[src/ogc_defs.svh]
// Constants for the output inhibit control block
//
// Functional notes
// RULE1: Baud choice is exactly 9600 to 115200, five
// RULE2: Parity choice is even, odd or none
// RULE3: Output off by external input or operator
// RULE4: Latching inhibit has enable and disable setting
// RULE5: Both enables held as configuration settings
// RULE6: Enabled latching inhibit low switches output off
// RULE7: Latched off stays off after input high
// RULE8: Only toggle key clears latch, output on
// RULE9: Enabled level gate low switches output off
// RULE10: Level gate high restores output automatically
// RULE11: Disabled function input never changes output
`ifndef OGC_DEFS_SVH
`define OGC_DEFS_SVH

// ----------------------------------------------------------------------
// Register byte offsets
// ----------------------------------------------------------------------
`define OGC_ADR_CTRL     4'h0
`define OGC_ADR_STATUS   4'h4
`define OGC_ADR_CMD      4'h8
`define OGC_ADR_BAUD     4'hc

// ----------------------------------------------------------------------
// Control register fields
// ----------------------------------------------------------------------
`define OGC_CTRL_LATCH_EN  0
`define OGC_CTRL_LEVEL_EN  1
`define OGC_CTRL_BAUD_LO   4
`define OGC_CTRL_BAUD_HI   6
`define OGC_CTRL_PAR_LO    8
`define OGC_CTRL_PAR_HI    9

// ----------------------------------------------------------------------
// Command register fields (write one to act, read as zero)
// ----------------------------------------------------------------------
`define OGC_CMD_MANUAL_OFF 0
`define OGC_CMD_TOGGLE_KEY 1

// ----------------------------------------------------------------------
// Status register fields
// ----------------------------------------------------------------------
`define OGC_ST_OUTPUT_ON   0
`define OGC_ST_LATCHED     1
`define OGC_ST_LEVEL_OFF   2
`define OGC_ST_INHIBIT_PIN 3
`define OGC_ST_LEVEL_PIN   4
`define OGC_ST_OPERATOR_ON 5

// ----------------------------------------------------------------------
// Reset values
// ----------------------------------------------------------------------
`define OGC_RST_LATCH_EN   1'b0
`define OGC_RST_LEVEL_EN   1'b0
`define OGC_RST_OPER_ON    1'b0
`define OGC_RST_BAUD       3'h4
`define OGC_RST_PARITY     2'h2

// ----------------------------------------------------------------------
// Baud rates in bits per second
// ----------------------------------------------------------------------
`define OGC_BPS_0          32'h0000_2580
`define OGC_BPS_1          32'h0000_4b00
`define OGC_BPS_2          32'h0000_9600
`define OGC_BPS_3          32'h0000_e100
`define OGC_BPS_4          32'h0001_c200

`endif

[src/ogc_pkg.sv]
// Types for the output inhibit control block
package ogc_pkg;

  typedef enum logic [2:0] {
    OGC_BAUD_9600   = 3'h0,
    OGC_BAUD_19200  = 3'h1,
    OGC_BAUD_38400  = 3'h2,
    OGC_BAUD_57600  = 3'h3,
    OGC_BAUD_115200 = 3'h4
  } ogc_baud_t;

  typedef enum logic [1:0] {
    OGC_PAR_EVEN = 2'h0,
    OGC_PAR_ODD  = 2'h1,
    OGC_PAR_NONE = 2'h2
  } ogc_parity_t;

  typedef struct packed {
    logic        latch_en;
    logic        level_en;
    ogc_baud_t   baud;
    ogc_parity_t parity;
    logic        oper_on;
    logic        latched;
    logic        key_prev;
    logic        out_on;
    logic        ack;
    logic [31:0] rdat;
  } ogc_state_t;

endpackage : ogc_pkg

[src/ogc_sync.sv]
// Two-flop synchroniser for pin inputs
`timescale 1ns/10ps
`default_nettype none
module ogc_sync #(
  parameter int          WIDTH = 1,
  parameter logic [WIDTH-1:0] RST_VAL = '0
) (
  input  wire logic             i_clk,
  input  wire logic             i_rst_b,
  input  wire logic [WIDTH-1:0] i_async,
  output logic      [WIDTH-1:0] o_sync
);

  logic [WIDTH-1:0] meta_r;

  always_ff @(posedge i_clk or negedge i_rst_b) begin
    if (!i_rst_b) begin
      meta_r <= RST_VAL;
      o_sync <= RST_VAL;
    end else begin
      meta_r <= i_async;
      o_sync <= meta_r;
    end
  end

endmodule : ogc_sync
`default_nettype wire

[src/ogc_top.sv]
// Output inhibit control with classic Wishbone register slave
`timescale 1ns/10ps
`default_nettype none
`include "ogc_defs.svh"
module ogc_top (
  input  wire logic        i_clk,
  input  wire logic        i_rst_b,
  // Wishbone classic slave
  input  wire logic        i_wb_cyc,
  input  wire logic        i_wb_stb,
  input  wire logic        i_wb_we,
  input  wire logic [3:0]  i_wb_adr,
  input  wire logic [3:0]  i_wb_sel,
  input  wire logic [31:0] i_wb_dat,
  output logic             o_wb_ack,
  output logic      [31:0] o_wb_dat,
  // Rear terminal and panel pins, asynchronous
  input  wire logic        i_latch_inhibit_b,
  input  wire logic        i_level_output_gate_input,
  input  wire logic        i_output_toggle_key,
  // Output gating and serial settings
  output logic             o_output_enable,
  output logic             o_inhibit_latched,
  output logic      [2:0]  o_baud_sel,
  output logic      [1:0]  o_parity_sel
);

  // --------------------------------------------------------------------
  // Pin synchronisers
  // --------------------------------------------------------------------
  logic [2:0] pins_sync;
  logic       inhibit_b_s;
  logic       level_s;
  logic       key_s;

  ogc_sync #(
    .WIDTH   (3),
    .RST_VAL (3'b011)
  ) u_sync (
    .i_clk   (i_clk),
    .i_rst_b (i_rst_b),
    .i_async ({i_output_toggle_key, i_level_output_gate_input,
               i_latch_inhibit_b}),
    .o_sync  (pins_sync)
  );

  assign inhibit_b_s = pins_sync[0];
  assign level_s     = pins_sync[1];
  assign key_s       = pins_sync[2];

  // --------------------------------------------------------------------
  // State
  // --------------------------------------------------------------------
  ogc_pkg::ogc_state_t st_r;
  ogc_pkg::ogc_state_t st_nxt;

  logic        bus_req;
  logic        wr;
  logic        key_press;
  logic        manual_off;
  logic        latch_set;
  logic        level_off;
  logic [2:0]  baud_wr;
  logic [1:0]  par_wr;
  logic [31:0] rd_val;

  function automatic logic [31:0] ogc_bps(input ogc_pkg::ogc_baud_t b);
    logic [31:0] v;
    v = 32'h0000_0000;
    unique case (b)
      ogc_pkg::OGC_BAUD_9600:   v = `OGC_BPS_0;
      ogc_pkg::OGC_BAUD_19200:  v = `OGC_BPS_1;
      ogc_pkg::OGC_BAUD_38400:  v = `OGC_BPS_2;
      ogc_pkg::OGC_BAUD_57600:  v = `OGC_BPS_3;
      ogc_pkg::OGC_BAUD_115200: v = `OGC_BPS_4;
      default:                  v = 32'h0000_0000;
    endcase
    return v;
  endfunction : ogc_bps

  always_comb begin
    st_nxt  = st_r;
    bus_req = i_wb_cyc && i_wb_stb && !st_r.ack;
    wr      = bus_req && i_wb_we;
    baud_wr = i_wb_dat[`OGC_CTRL_BAUD_HI:`OGC_CTRL_BAUD_LO];
    par_wr  = i_wb_dat[`OGC_CTRL_PAR_HI:`OGC_CTRL_PAR_LO];

    // ------------------------------------------------------------------
    // Configuration writes
    // ------------------------------------------------------------------
    if (wr && i_wb_adr == `OGC_ADR_CTRL && i_wb_sel[0]) begin
      st_nxt.latch_en = i_wb_dat[`OGC_CTRL_LATCH_EN]; // [RULE4] [RULE5]
      st_nxt.level_en = i_wb_dat[`OGC_CTRL_LEVEL_EN]; // [RULE5]
      // Codes beyond the five rates are dropped, old choice kept
      if (baud_wr <= 3'h4) begin
        st_nxt.baud = ogc_pkg::ogc_baud_t'(baud_wr); // [RULE1]
      end
    end
    if (wr && i_wb_adr == `OGC_ADR_CTRL && i_wb_sel[1]
        && par_wr != 2'h3) begin
      st_nxt.parity = ogc_pkg::ogc_parity_t'(par_wr); // [RULE2]
    end

    // ------------------------------------------------------------------
    // Operator actions and output gating
    // ------------------------------------------------------------------
    st_nxt.key_prev = key_s;
    key_press  = (key_s && !st_r.key_prev)
               || (wr && i_wb_adr == `OGC_ADR_CMD && i_wb_sel[0]
                   && i_wb_dat[`OGC_CMD_TOGGLE_KEY]);
    manual_off = wr && i_wb_adr == `OGC_ADR_CMD && i_wb_sel[0]
               && i_wb_dat[`OGC_CMD_MANUAL_OFF];
    latch_set  = st_r.latch_en && !inhibit_b_s; // [RULE6] [RULE11]
    level_off  = st_r.level_en && !level_s;     // [RULE9] [RULE11]

    if (latch_set) begin
      // Low pin wins over a key press in the same cycle
      st_nxt.latched = 1'b1; // [RULE6] [RULE7]
      st_nxt.oper_on = 1'b0;
    end else if (key_press && st_r.latched) begin
      st_nxt.latched = 1'b0; // [RULE8]
      st_nxt.oper_on = 1'b1; // [RULE8]
    end else if (key_press) begin
      st_nxt.oper_on = !st_r.oper_on;
    end
    if (manual_off && !key_press) begin
      st_nxt.oper_on = 1'b0; // [RULE3]
    end

    // Level gate only masks, so release restores the output
    st_nxt.out_on = st_nxt.oper_on && !st_nxt.latched
                  && !level_off; // [RULE3] [RULE9] [RULE10]

    // ------------------------------------------------------------------
    // Bus answer: one wait state, unmapped reads zero
    // ------------------------------------------------------------------
    rd_val = 32'h0000_0000;
    unique case (i_wb_adr)
      `OGC_ADR_CTRL: begin
        rd_val[`OGC_CTRL_LATCH_EN] = st_r.latch_en;
        rd_val[`OGC_CTRL_LEVEL_EN] = st_r.level_en;
        rd_val[`OGC_CTRL_BAUD_HI:`OGC_CTRL_BAUD_LO] = st_r.baud;
        rd_val[`OGC_CTRL_PAR_HI:`OGC_CTRL_PAR_LO]   = st_r.parity;
      end
      `OGC_ADR_STATUS: begin
        rd_val[`OGC_ST_OUTPUT_ON]   = st_r.out_on;
        rd_val[`OGC_ST_LATCHED]     = st_r.latched;
        rd_val[`OGC_ST_LEVEL_OFF]   = level_off;
        rd_val[`OGC_ST_INHIBIT_PIN] = inhibit_b_s;
        rd_val[`OGC_ST_LEVEL_PIN]   = level_s;
        rd_val[`OGC_ST_OPERATOR_ON] = st_r.oper_on;
      end
      `OGC_ADR_BAUD: rd_val = ogc_bps(st_r.baud); // [RULE1]
      default:       rd_val = 32'h0000_0000;
    endcase
    st_nxt.ack  = bus_req;
    st_nxt.rdat = (bus_req && !i_wb_we) ? rd_val : 32'h0000_0000;
  end

  always_ff @(posedge i_clk or negedge i_rst_b) begin
    if (!i_rst_b) begin
      st_r.latch_en <= `OGC_RST_LATCH_EN;
      st_r.level_en <= `OGC_RST_LEVEL_EN;
      st_r.baud     <= ogc_pkg::OGC_BAUD_115200;
      st_r.parity   <= ogc_pkg::OGC_PAR_NONE;
      st_r.oper_on  <= `OGC_RST_OPER_ON;
      st_r.latched  <= 1'b0;
      st_r.key_prev <= 1'b0;
      st_r.out_on   <= 1'b0;
      st_r.ack      <= 1'b0;
      st_r.rdat     <= 32'h0000_0000;
    end else begin
      st_r <= st_nxt;
    end
  end

  assign o_wb_ack          = st_r.ack;
  assign o_wb_dat          = st_r.rdat;
  assign o_output_enable   = st_r.out_on;
  assign o_inhibit_latched = st_r.latched;
  assign o_baud_sel        = st_r.baud;
  assign o_parity_sel      = st_r.parity;

endmodule : ogc_top
`default_nettype wire

[config.mk]
export PLATFORM = sky130hd
export DESIGN_NAME = ogc_top
export DESIGN_NICKNAME = d
export VERILOG_FILES = /design/src/ogc_pkg.sv /design/src/ogc_sync.sv /design/src/ogc_top.sv
export VERILOG_INCLUDE_DIRS = /design/src
export SDC_FILE = /design/constraint.sdc
export NUM_CORES = 1
export LEC_CHECK = 0
export BUFFER_PORTS_ARGS = -buffer_cell sky130_fd_sc_hd__clkbuf_2
export CORE_MARGIN = 2
export CORE_UTILIZATION = 33
export CTS_BUF_LIST = sky130_fd_sc_hd__clkbuf_8 sky130_fd_sc_hd__clkbuf_16
export CTS_CLUSTER_SIZE = 14
export DETAILED_ROUTE_END_ITERATION = 6
export SLEW_MARGIN = 0
export SYNTH_ARGS = -nofsm -noshare
export SYNTH_HDL_FRONTEND = slang
export SYNTH_SLANG_ARGS = --single-unit
[constraint.sdc]
create_clock -name i_clk -period 1.9 [get_ports i_clk]
set_input_delay 0.19 -clock i_clk [delete_from_list [all_inputs] [get_ports i_clk]]
set_output_delay 0.19 -clock i_clk [all_outputs]
set_load 0.02 [all_outputs]
[After elaboration in Yosys (flattened, before gate mapping)]
Cells that the tools add are included.
Storage, ports and cells
  register bits: 50
  input bits: 48
  word-level logic and storage cells: 67
  output and inout port bits: 40
Cells by class
  magnitude comparators: 1
  multiplexer cells: 14
  reduce and logical (&&, ||, !) cells: 32
  equality and inequality tests: 8
Operator list (number)
  $pmux W17 S5: 1
  $mux W32: 1
  $mux W22: 1
  $logic_and A1 B1 Y1: 19
  $pmux W2 S3: 2
  $logic_not A1 Y1: 9
  $eq A4 B4 Y1 const B: 2
  $pmux W2 S2: 2
  $eq A3 B2 Y1 const B: 2
  $mux W1: 5
  $eq A4 B3 Y1 const B: 1
  $logic_not A4 Y1: 1
  $eq A3 B1 Y1 const B: 1
  $eq A3 B3 Y1 const B: 1
  $le A3 B3 Y1 const B: 1
  $logic_not A3 Y1: 1
  $mux W2: 1
  $ne A2 B2 Y1 const B: 1
  $pmux W1 S2: 1
  $reduce_and A2 Y1: 1
  $logic_or A1 B1 Y1: 1

[Depth between registers and ports, before layout]
Gate-level depths: netlist of the first run.
  word-level depth: 13
  mapped depth: 6
  depth with buffers taken out: 5

[Cells and area by module]
From an unflattened synthesis of the first run, not the netlist that was laid out.
Second synthesis, totals
  cell total of the unflattened synthesis: 159
  area total of the unflattened synthesis: 1679.1 sq um
By module, submodules not included
  ogc_top: area an instance 1524.0 sq um, cells each 153, times used 1
  ogc_sync: area an instance 155.1 sq um, cells each 6, times used 1

[Worst setup path before layout of the first run]
OpenSTA, ideal clock, no wires.
  path kind: register -> register
  start: register st_r (netlist bit o_wb_ack)
  end: register st_r[43] (netlist bit)
  period minus slack after synthesis: 1.586 ns
  buffers on the path: 1
  path slack: 0.314 ns
  data arrival time: 1.461 ns
  stages on the path, launching flop included: 6
  data required time: 1.775 ns
  cell sequence: dfrtp_1 nand3b_1 inv_1 and3_1 clkbuf_1 mux2_2
Between the ends
  longest elaborated chain between the ends: 5
Ends and longest elaborated chain
  from (decl): RTL line ogc_top.sv:54  | ogc_pkg::ogc_state_t st_r;
  from (signal assigned): RTL line ogc_top.sv:173  | st_r <= st_nxt;
  $logic_not A1 Y1: RTL line ogc_top.sv:83  | bus_req = i_wb_cyc && i_wb_stb && !st_r.ack;
  $logic_and A1 B1 Y1: RTL line ogc_top.sv:83
  named net bus_req: RTL line ogc_top.sv:57  | logic bus_req;
  $logic_and A1 B1 Y1: RTL line ogc_top.sv:84  | wr = bus_req && i_wb_we;
  $logic_and A1 B1 Y1 (no line)
  $logic_and A1 B1 Y1: RTL line ogc_top.sv:91  | if (wr && i_wb_adr == `OGC_ADR_CTRL && i_wb_sel[0]) begin
The timed path passes the listed nets, and every way through them passes these cells.
A chain may end at the register's enable or synchronous reset.

==> impl_metrics.json, run 1 <==
{
  "status": "complete, no violations",
  "fin_cells": 247,
  "slew-limit-headroom_pct": 61.9,
  "avgSynthCellArea_um2": 11.1,
  "setup_viol": 0,
  "dp_hpwl_mm": 1.98,
  "required_ps": 2080,
  "final_common_cell": "clkbuf_2",
  "mostFrequentLayoutCells": "clkbuf_2, dfrtp_1, conb_1",
  "clockBufferDepth": 2,
  "vdd_drop_max_mv": 0.594,
  "crit_family": "simple AND/OR/NAND/NOR gates",
  "cts_sinks": 35,
  "antenna_found_initial": 0,
  "drt-total-wl_mm": 2.64,
  "syn_inst": 146,
  "drive_above_1_share_pct": 37.8,
  "die_x_um": 74.1,
  "placed_cells": 235,
  "clockPowerShare_pct": 39.7,
  "gp_congestion": 0.796,
  "arrival_ps": 1680,
  "grtUsageTotal_pct": 10.5,
  "start_kind": "flop",
  "boundaryPins": 88,
  "numPortBuffers": 45,
  "finClkSkew_ps": 8.40,
  "die_area_um2": 5490,
  "clk_latency_ps": 280,
  "swShare_pct": 24.4,
  "path_class": "flop to flop",
  "drc": 0,
  "cts_tree": "built",
  "maxSlewViolCount": 0,
  "start_util_pct": 34.4,
  "firstDrtPassIters": 4,
  "synthDistinctLibCells": 34,
  "cp-endpoint": "o_wb_dat[13]",
  "first_global_vias": 970,
  "path_buf_inv": 0,
  "p_switching_uw": 399,
  "cts_made_buffers": 5,
  "reg2reg_from": "o_wb_ack",
  "dr_total_vias": 1020,
  "worst_pin_slew_ps": 571,
  "crit_path_end_kind": "flop",
  "hold_class": "input pin to flop",
  "cp-startpoint": "o_wb_ack",
  "drv_cap": 0,
  "fill_cells": 483,
  "slowest_delay_ps": 370,
  "fin_crit_ps": 1500,
  "hold_violations": 0,
  "post_cts_buffers": 0,
  "ys_seq_elements": 35,
  "rows": 25,
  "tns_ps": 0,
  "die_height_um": 74.1,
  "via_per_inst": 4.13,
  "powerDensity_nw_per_um2": 873,
  "overflow": 0,
  "seqPwrFrac_pct": 49.7,
  "worstHoldStart": "i_wb_dat[9]",
  "fin_crit_sh_pct": 79.1,
  "crit_chain": "nand3b_1 -> nor2_1 -> nand3_1 -> nor4_1",
  "worstReg2RegEnd": "o_wb_dat[13]",
  "grt_max_degree": 24,
  "ys_seq_area_share_pct": 54.4,
  "cp.depth": 4,
  "cp_max_fo": 10,
  "core_area_um2": 4720,
  "antenna_cells": 0,
  "utilization_pct": 39.7,
  "area_growth_pct": 15.5,
  "drt_iter0_drc": 34,
  "p_comb_share_pct": 10.6,
  "cts_root_buf": "clkbuf_8",
  "rrSetupSlack_ps": 400,
  "layout.nets": 227,
  "clk_transition_reported_paths_ps": 70,
  "wl_per_cell_um": 10.7,
  "whs_ps": 161,
  "synth_area_um2": 1620,
  "antenna_left": 0,
  "critPathSlowestCell": "dfrtp_1",
  "fmax_ghz": 0.665,
  "grt_pass1_wl_mm": 4.28,
  "p_int_uw": 1240,
  "synth_warnings": 0,
  "cellLeakagePower_uw": 0.000965,
  "rsz0062_at_grt": "false",
  "reg2reg_depth": 4,
  "h-tree-depth": 2
}
==> layer usage <==
layer / GRT usage [%] / part of all wire [%] / vias up
li1: - / - / 509
met1: 12.1 / 45 / 471
met2: 17.4 / 47 / 35
met3: 4.07 / 6.7 / 5
met4: 4.85 / 1.3 / 0
met5: 0 / 0 / -
==> synth_stat cells <==
cell type / instances / area [um^2]
nand3_1: 2 / 10.0
nor3_1: 2 / 10.0
o31ai_1: 1 / 7.51
o21ai_0: 4 / 20.0
o22a_1: 2 / 17.5
mux2_2: 1 / 11.3
buf_4: 37 / 278
o221ai_1: 1 / 8.76
or4_4: 1 / 11.3
a21oi_1: 5 / 25.0
nor2b_1: 3 / 18.8
or2_2: 1 / 6.26
and2b_1: 1 / 7.51
dfstp_2: 6 / 158
conb_1: 1 / 3.75
nor2_1: 7 / 26.3
nand2b_1: 4 / 25.0
dfrtp_1: 29 / 726
and3b_1: 1 / 8.76
a2bb2oi_1: 2 / 17.5
xor2_1: 1 / 8.76
nand4_1: 1 / 6.26
nor4_2: 1 / 12.5
nand3b_1: 1 / 7.51
nor3b_1: 4 / 30.0
nand2_1: 7 / 26.3
a22o_1: 4 / 35.0
nor4_1: 2 / 12.5
clkbuf_1: 4 / 15.0
o2111a_1: 2 / 22.5
or3_4: 1 / 11.3
inv_1: 2 / 7.51
and2_1: 3 / 18.8
and3_1: 2 / 12.5
==> state kept, by name, indices dropped and copies added (netlist names), 2 cells and up <==
signal         cells
o_baud_sel         3
o_parity_sel       2
o_wb_dat          17
st_r               4
u_sync.meta_r      3
u_sync.o_sync      3
==> power groups by stage <==
| stage | clock network (uW) | registers, uW | logic [uW] |
|---|---|---|---|
| 6_report | 651 | 813 | 173 |
| 3_5_place_dp | 0 | 828 | 168 |
| 4_1_cts | 675 | 814 | 175 |
| 3_3_place_gp | 0 | 827 | 167 |
| 2_1_floorplan | 0 | 820 | 135 |
| 5_1_grt | 707 | 818 | 193 |
==> how the worst min path moves through the flow <==
stage | endpoint | slack [ps] | cells past startpoint
2_1_floorplan | o_baud_sel[0] | -110 | 0
3_3_place_gp | o_wb_dat[6] | 220 | 1
3_5_place_dp | o_wb_dat[8] | 220 | 1
4_1_cts | o_parity_sel[1] | 150 | 2
5_1_grt | o_parity_sel[1] | 160 | 2
6_report | o_parity_sel[1] | 160 | 2
==> through the flow <==
step | area, um^2 | power, uW | worst slack, ps
final | 1870 | 1640 | 397
after global routing | 1870 | 1720 | 231
after CTS | 1870 | 1660 | 392
after detailed placement | 1720 | 996 | 391
after global placement | 1720 | 994 | 390
after floorplan | 1680 | 955 | 314
==> layout make-up <==
cell class | instances | area, um^2 | share of cell area [%]
Sequential cell | 35 | 883 | 47.1
Multi-Input combinational cell | 82 | 492 | 26.2
Timing Repair Buffer | 53 | 295 | 15.8
Tap cell | 67 | 83.8 | 4.47
Clock buffer | 5 | 68.8 | 3.67
Clock inverter | 3 | 43.8 | 2.34
Inverter | 2 | 7.51 | 0.401
==> cell families after synthesis <==
| group | synth area share (%) |
|---|---|
| xor gates and xnor gates | 0.540 |
| other | 0.231 |
| and+or+nand+nor | 16.1 |
| AOI/OAI and AO/OA | 9.48 |
| buffers and inverters | 18.5 |
| muxes | 0.694 |
| DFF | 54.4 |
==> what timing repair did <==
action | CTS | global route
endpoints found under the hold margin | 20 | 0
gates resized for setup | 0 | 0
hold buffers | 4 | 0
Power figures use the tool's default switching activity.
==> run 2: changes to the inputs <==
- ABC_AREA: default -> 1
- clock period: 1.9 -> 1.2 ns (I/O delays scaled with it)
==> run 2 against run 1 <==
Sequential cell count unchanged. Critical path type unchanged. Total power up 63%. Final cell count increased by 16%. Critical path depth rose by 4. Clock power is 64% higher. Via count rose by 12%. Worst hold slack got worse by 97 ps. Synthesized cell count up 20%. The flow now finishes with violations (setup timing).
==> impl_metrics.json, run 2 <==
{
  "status": "finished, violations left",
  "violations": "setup timing",
  "grt_pass1_wl_mm": 4.66,
  "largest_reg_flops": 17,
  "maxSlewViolCount": 0,
  "finalInstanceArea_um2": 2040,
  "worstReg2RegEnd": "o_baud_sel[0]",
  "met1_usage_pct": 12.4,
  "setup_viol": 3,
  "path_class": "flop to flop",
  "crit_chain": "inv_2 -> nand3_4 -> nor2_4 -> nand3_2 -> clkinv_2 -> nand2_4 -> nor2_1 -> a21oi_1",
  "final_common_cell": "clkbuf_2",
  "finClkSkew_ps": 4.58,
  "h-tree-depth": 2,
  "drt_iter0_drc": 25,
  "fin_crit_sh_pct": 103,
  "rows": 26,
  "synth_top_cell_by_area": "dfrtp_1",
  "cp-startpoint": "o_wb_ack",
  "dp_hpwl_mm": 2.29,
  "synth_top_area_share_pct": 42.8,
  "cts_made_buffers": 5,
  "first_global_vias": 1080,
  "whs_ps": 64.2,
  "arrival_ps": 1410,
  "core_area_um2": 5040,
  "wl_per_cell_um": 10.1,
  "synth_flop_cell": "dfrtp_1",
  "hold_class": "input pin to flop",
  "slowest_delay_ps": 410,
  "yosys-top-cells-count": "buf_4, dfrtp_1, nand2_1",
  "gp_congestion": 0.845,
  "area_growth_pct": 20.7,
  "die_x_um": 75.7,
  "grt_util_met3_pct": 4.10,
  "synth_area_um2": 1690,
  "yosysMostFrequentCell": "buf_4",
  "overflow": 0,
  "syn_inst": 175,
  "start_util_pct": 33.6,
  "clk_latency_ps": 280,
  "placed_area_um2": 1840,
  "layout.nets": 264,
  "ys_seq_elements": 35,
  "drc": 0,
  "required_ps": 1370,
  "synth_warnings": 0,
  "cp_max_fo": 6,
  "boundaryPins": 88,
  "antenna_left": 0,
  "fmax_ghz": 0.806,
  "fin_crit_ps": 1240,
  "drive_above_1_share_pct": 46.5,
  "clk_transition_reported_paths_ps": 70,
  "drt-total-wl_mm": 2.89,
  "cts_sinks": 35,
  "start_kind": "flop",
  "powerDensity_nw_per_um2": 1300,
  "fin_cells": 287,
  "die_height_um": 75.7,
  "synthDistinctLibCells": 27,
  "gr-max-usage-layer": "met2",
  "ys_seq_area_share_pct": 52.1,
  "mostFrequentLayoutCells": "clkbuf_2, dfrtp_1, nand2_1",
  "via_per_inst": 3.97,
  "grt_max_degree": 17,
  "placed_cells": 273,
  "avgSynthCellArea_um2": 9.68,
  "reg2reg_depth": 8,
  "utilization_pct": 40.5,
  "antenna_cells": 0,
  "post-place-ws_ps": -74.4,
  "grtUsageTotal_pct": 11.0,
  "clockBufferDepth": 2,
  "dr_total_vias": 1139,
  "cts_tree": "built",
  "firstDrtPassIters": 4,
  "cellLeakagePower_uw": 0.00111,
  "die_area_um2": 5720,
  "reg2reg_from": "o_wb_ack",
  "cts_root_buf": "clkbuf_8",
  "rrSetupSlack_ps": -40,
  "met2_usage_pct": 18.7,
  "critPathSlowestCell": "dfrtp_2",
  "numPortBuffers": 45,
  "synthArstFlopShare_pct": 100,
  "synth_edf_count": 0,
  "crit_path_end_kind": "flop",
  "antenna_found_initial": 0,
  "synth_area_leaders": "dfrtp_1, buf_4, dfstp_2",
  "fin_ws_ps": -40.6,
  "hold_violations": 0,
  "drv_cap": 0,
  "vdd_drop_max_mv": 0.756,
  "rsz0062_at_grt": "true",
  "cp-endpoint": "o_baud_sel[0]"
}
run 2: report_power, final:
part / switching (uW) / internal, uW / leakage [uW]
Clock: 396 / 671 / 0.0000612
Combinational: 217 / 106 / 0.000611
Sequential: 34.9 / 1240 / 0.000442
run 2: kinds of logic (layout without fill, tap and decap cells):
kind of cell,after synthesis,count (layout),synth area share [%]
AOI/OAI and AO/OA,13,13,4.73
DFF,35,35,52.1
buffers and inverters,57,85,20.9
and+or+nand+nor,69,69,22.0
other,1,15,0.221
run 2: worst min-delay path by stage:
stage,depth (start not counted),start,to,slack (ps)
floorplan,0,i_rst_b,o_baud_sel[0],-180
global placement,1,i_rst_b,o_wb_dat[3],60
detailed placement,1,i_rst_b,o_wb_dat[3],60
CTS,3,i_wb_dat[6],o_baud_sel[2],60
global route,3,i_wb_dat[6],o_baud_sel[2],80
finish,3,i_wb_dat[0],st_r[43],60
run 2: per-stage QoR:
step	setup TNS [ps]	total power [uW]
after floorplan	-97.6	1520
final	-94.6	2660
after CTS	-105	2700
after global routing	-1190	2790
after detailed placement	-220	1600
after global placement	-173	1600
run 2: layer usage:
layer  up-vias  share of wire (%)
met5         -                  0
met4         0                1.6
met3         7                5.5
met2        30                 52
met1       529                 41
li1        573                  -
run 2: critical path, delay by kind of cell, from the launching register on:
family	cells	cell delay, ps
simple gates	5	520
compound gates	1	50
buf+inv	2	150
flops	1	410
run 2: timing repair:
| item | in CTS | in global routing |
|---|---|---|
| setup buffers | 2 | 0 |
| hold buffers | 4 | 0 |
| hold endpoints to repair | 11 | 0 |
| pin swaps | 2 | 3 |
| resized for setup | 2 | 10 |
| endpoints found under the setup margin | 13 | 23 |
run 2: cell type report:
cell class              count  area, um^2
clock inverters             2        35.0
multi-input cells          97         551
clock buffers               6        82.6
repair buffers             57         328
well taps                  70        87.6
flip-flops and latches     35         885
inverters                  20        76.3
fillers                   513        3000
==> run 3: changes to the inputs <==
- CELL_PAD_IN_SITES_DETAIL_PLACEMENT: default -> 0
- CELL_PAD_IN_SITES_GLOBAL_PLACEMENT: default -> 1
- CORE_UTILIZATION: 33 -> 29
- MAX_ROUTING_LAYER: default -> met4
- PLACE_DENSITY_LB_ADDON: default -> 0.1
- SYNTH_HIERARCHICAL: default -> 1
==> run 3 against run 2 <==
The flow still finishes with violations (setup timing). Maximum frequency shrank 4.9%. First-iteration DRC count rose by 64%. Sequential cell count did not move. Global-route usage down 0.14 points. Final cell count rose by 0.35%. Area after synthesis decreased by 0.59%. Critical endpoint is now o_output_enable.
==> impl_metrics.json, run 3 <==
{
  "rsz0062_at_grt": "true",
  "first_global_vias": 1093,
  "synthDistinctLibCells": 22,
  "die_height_um": 80.2,
  "maxSlewViolCount": 0,
  "dp_hpwl_mm": 2.54,
  "clk_latency_ps": 290,
  "crit_path_end_kind": "flop",
  "setup_viol": 10,
  "wl_per_cell_um": 11.2,
  "swShare_pct": 26.0,
  "fin_cells": 288,
  "mostFrequentLayoutCells": "clkbuf_2, dfrtp_1, nand2_1",
  "synthArstFlopShare_pct": 100,
  "power_uw": 2660,
  "fin_ws_ps": -105,
  "status": "finished, violations left",
  "synthMuxAreaShare_pct": 0,
  "synth_flop_cell": "dfrtp_1",
  "largest_reg_flops": 17,
  "drt_iter0_drc": 41,
  "p_switching_uw": 690,
  "cts_tree": "built",
  "hold_class": "input pin to flop",
  "p_comb_share_pct": 12.7,
  "grt_max_degree": 36,
  "cts_root_buf": "clkbuf_8",
  "cellLeakagePower_uw": 0.00106,
  "required_ps": 1420,
  "arrival_ps": 1520,
  "dr_total_vias": 1178,
  "yosys-top-cells-count": "buf_4, dfrtp_1, nand2_1",
  "die_area_um2": 6430,
  "synth_compound_area_share_pct": 5.50,
  "p_int_uw": 1970,
  "synth_simple_gate_area_share_pct": 20.7,
  "antenna_found_initial": 0,
  "drt-total-wl_mm": 3.23,
  "antenna_left": 0,
  "via_per_inst": 4.09,
  "cp_max_fo": 3,
  "firstDrtPassIters": 4,
  "start_util_pct": 30.2,
  "path_class": "flop to flop",
  "seqPwrFrac_pct": 48.4,
  "die_x_um": 80.2,
  "synth_area_um2": 1680,
  "synth_fa_ha_area_share_pct": 0,
  "avgSynthCellArea_um2": 9.79,
  "syn_inst": 172,
  "synth_area_leaders": "dfrtp_1, buf_4, dfstp_2",
  "vdd_drop_max_mv": 0.527,
  "drv_cap": 0,
  "placed_cells": 274,
  "cts_made_buffers": 5,
  "boundaryPins": 88,
  "start_kind": "flop",
  "layout.nets": 263,
  "clockBufferDepth": 2,
  "ys_seq_area_share_pct": 52.5,
  "powerDensity_nw_per_um2": 1300,
  "finClkSkew_ps": 9.31,
  "synth_edf_count": 0,
  "fill_cells": 579,
  "synth-xor-area-share_pct": 0,
  "grtUsageTotal_pct": 10.9,
  "overflow": 0,
  "yosysMostFrequentCell": "buf_4",
  "clk_transition_reported_paths_ps": 80,
  "fin_crit_ps": 1300,
  "antenna_cells": 0,
  "final_common_cell": "clkbuf_2",
  "rows": 27,
  "clockPowerShare_pct": 38.9,
  "synth_warnings": 6,
  "h-tree-depth": 2,
  "grt_pass1_wl_mm": 5.07,
  "synth_top_cell_by_area": "dfrtp_1",
  "hold_violations": 0,
  "cts_sinks": 35,
  "core_area_um2": 5570,
  "ys_seq_elements": 35,
  "area_growth_pct": 21.1,
  "gp_congestion": 0.736,
  "numPortBuffers": 45,
  "drive_above_1_share_pct": 45.4,
  "drc": 0,
  "violations": "setup timing",
  "fmax_ghz": 0.766,
  "synth_top_family_by_area": "buffers and inverters",
  "synth_top_area_share_pct": 43.1,
  "fin_crit_sh_pct": 109
}
run 3: per-stage QoR:
stage / TNS [ps] / setup slack, ps / hold slack (ps) / util, % / area (um^2)
2_1_floorplan: 0 / 38.9 / -176 / - / 1740
3_3_place_gp: -43.9 / -24.3 / 177 / 32.9 / 1840
3_5_place_dp: -43.3 / -21.8 / 188 / 32.9 / 1840
4_1_cts: -68.5 / -27.7 / 76.9 / 35.6 / 1990
5_1_grt: -1870 / -195 / 88.2 / 36.6 / 2040
6_report: -515 / -105 / 79.3 / 36.6 / 2040
run 3: final cells by class:
type | count | area [um^2] | area share [%]
Clock buffer | 5 | 68.8 | 3.37
Clock inverter | 3 | 41.3 | 2.02
Inverter | 21 | 78.8 | 3.87
Multi-Input combinational cell | 93 | 529 | 26.0
Sequential cell | 35 | 885 | 43.4
Tap cell | 72 | 90.1 | 4.42
Timing Repair Buffer | 59 | 347 | 17.0
run 3: cells by family (layout without fill, tap and decap cells):
kind of cell	Yosys count	in the layout
compound gates	16	16
simple gates	62	62
buf+inv	58	88
flops	35	35
other cells	1	15
run 3: per-layer routing:
metal / part of all wire (%) / up-vias / wire length [um] / global-route usage (%)
met2: 52 / 35 / 1690 / 18.3
met3: 4.5 / 7 / 145 / 2.36
met5: 0 / - / 0 / -
met4: 1.8 / 0 / 58 / 5.59
li1: - / 574 / - / -
met1: 41 / 562 / 1340 / 12.2
run 3: path summary, 6_finish.rpt:
path                                       start               end  slack, ps  cells past startpoint
worst max-delay path                    o_wb_ack   o_output_enable       -100                      8
min in group asynchronous                i_rst_b      o_wb_dat[11]        400                      3
worst max register to register          o_wb_ack   o_output_enable       -100                      8
worst min-delay path                 i_wb_dat[6]     o_baud_sel[2]         80                      3
worst min register to register  u_sync/meta_r[2]  u_sync/o_sync[2]        350                      0
max in group asynchronous                i_rst_b   o_parity_sel[1]        460                      3
run 3: power groups by stage:
stage / clock, uW / sequential (uW) / combinational, uW
floorplan: 0 / 1320 / 220
global placement: 0 / 1300 / 316
detailed placement: 0 / 1310 / 319
CTS: 1060 / 1290 / 330
global route: 1120 / 1290 / 376
finish: 1030 / 1280 / 338
run 3: repair_timing:
item / 4_1_cts / 5_1_grt
hold endpoints to repair: 32 / 0
endpoints found under the setup margin: 4 / 18
gates resized for setup: 0 / 11
hold buffers: 4 / 0
pin swaps: 0 / 5
setup buffers: 0 / 2
run 3: critical path: stages, from the launching register on:
cell	delay, ps
dfrtp_2	440
nor3_4	220
buf_4	150
nand3_2	70
nand2_2	100
inv_2	30
nand2_1	60
nand3_2	90
nor2_2	90
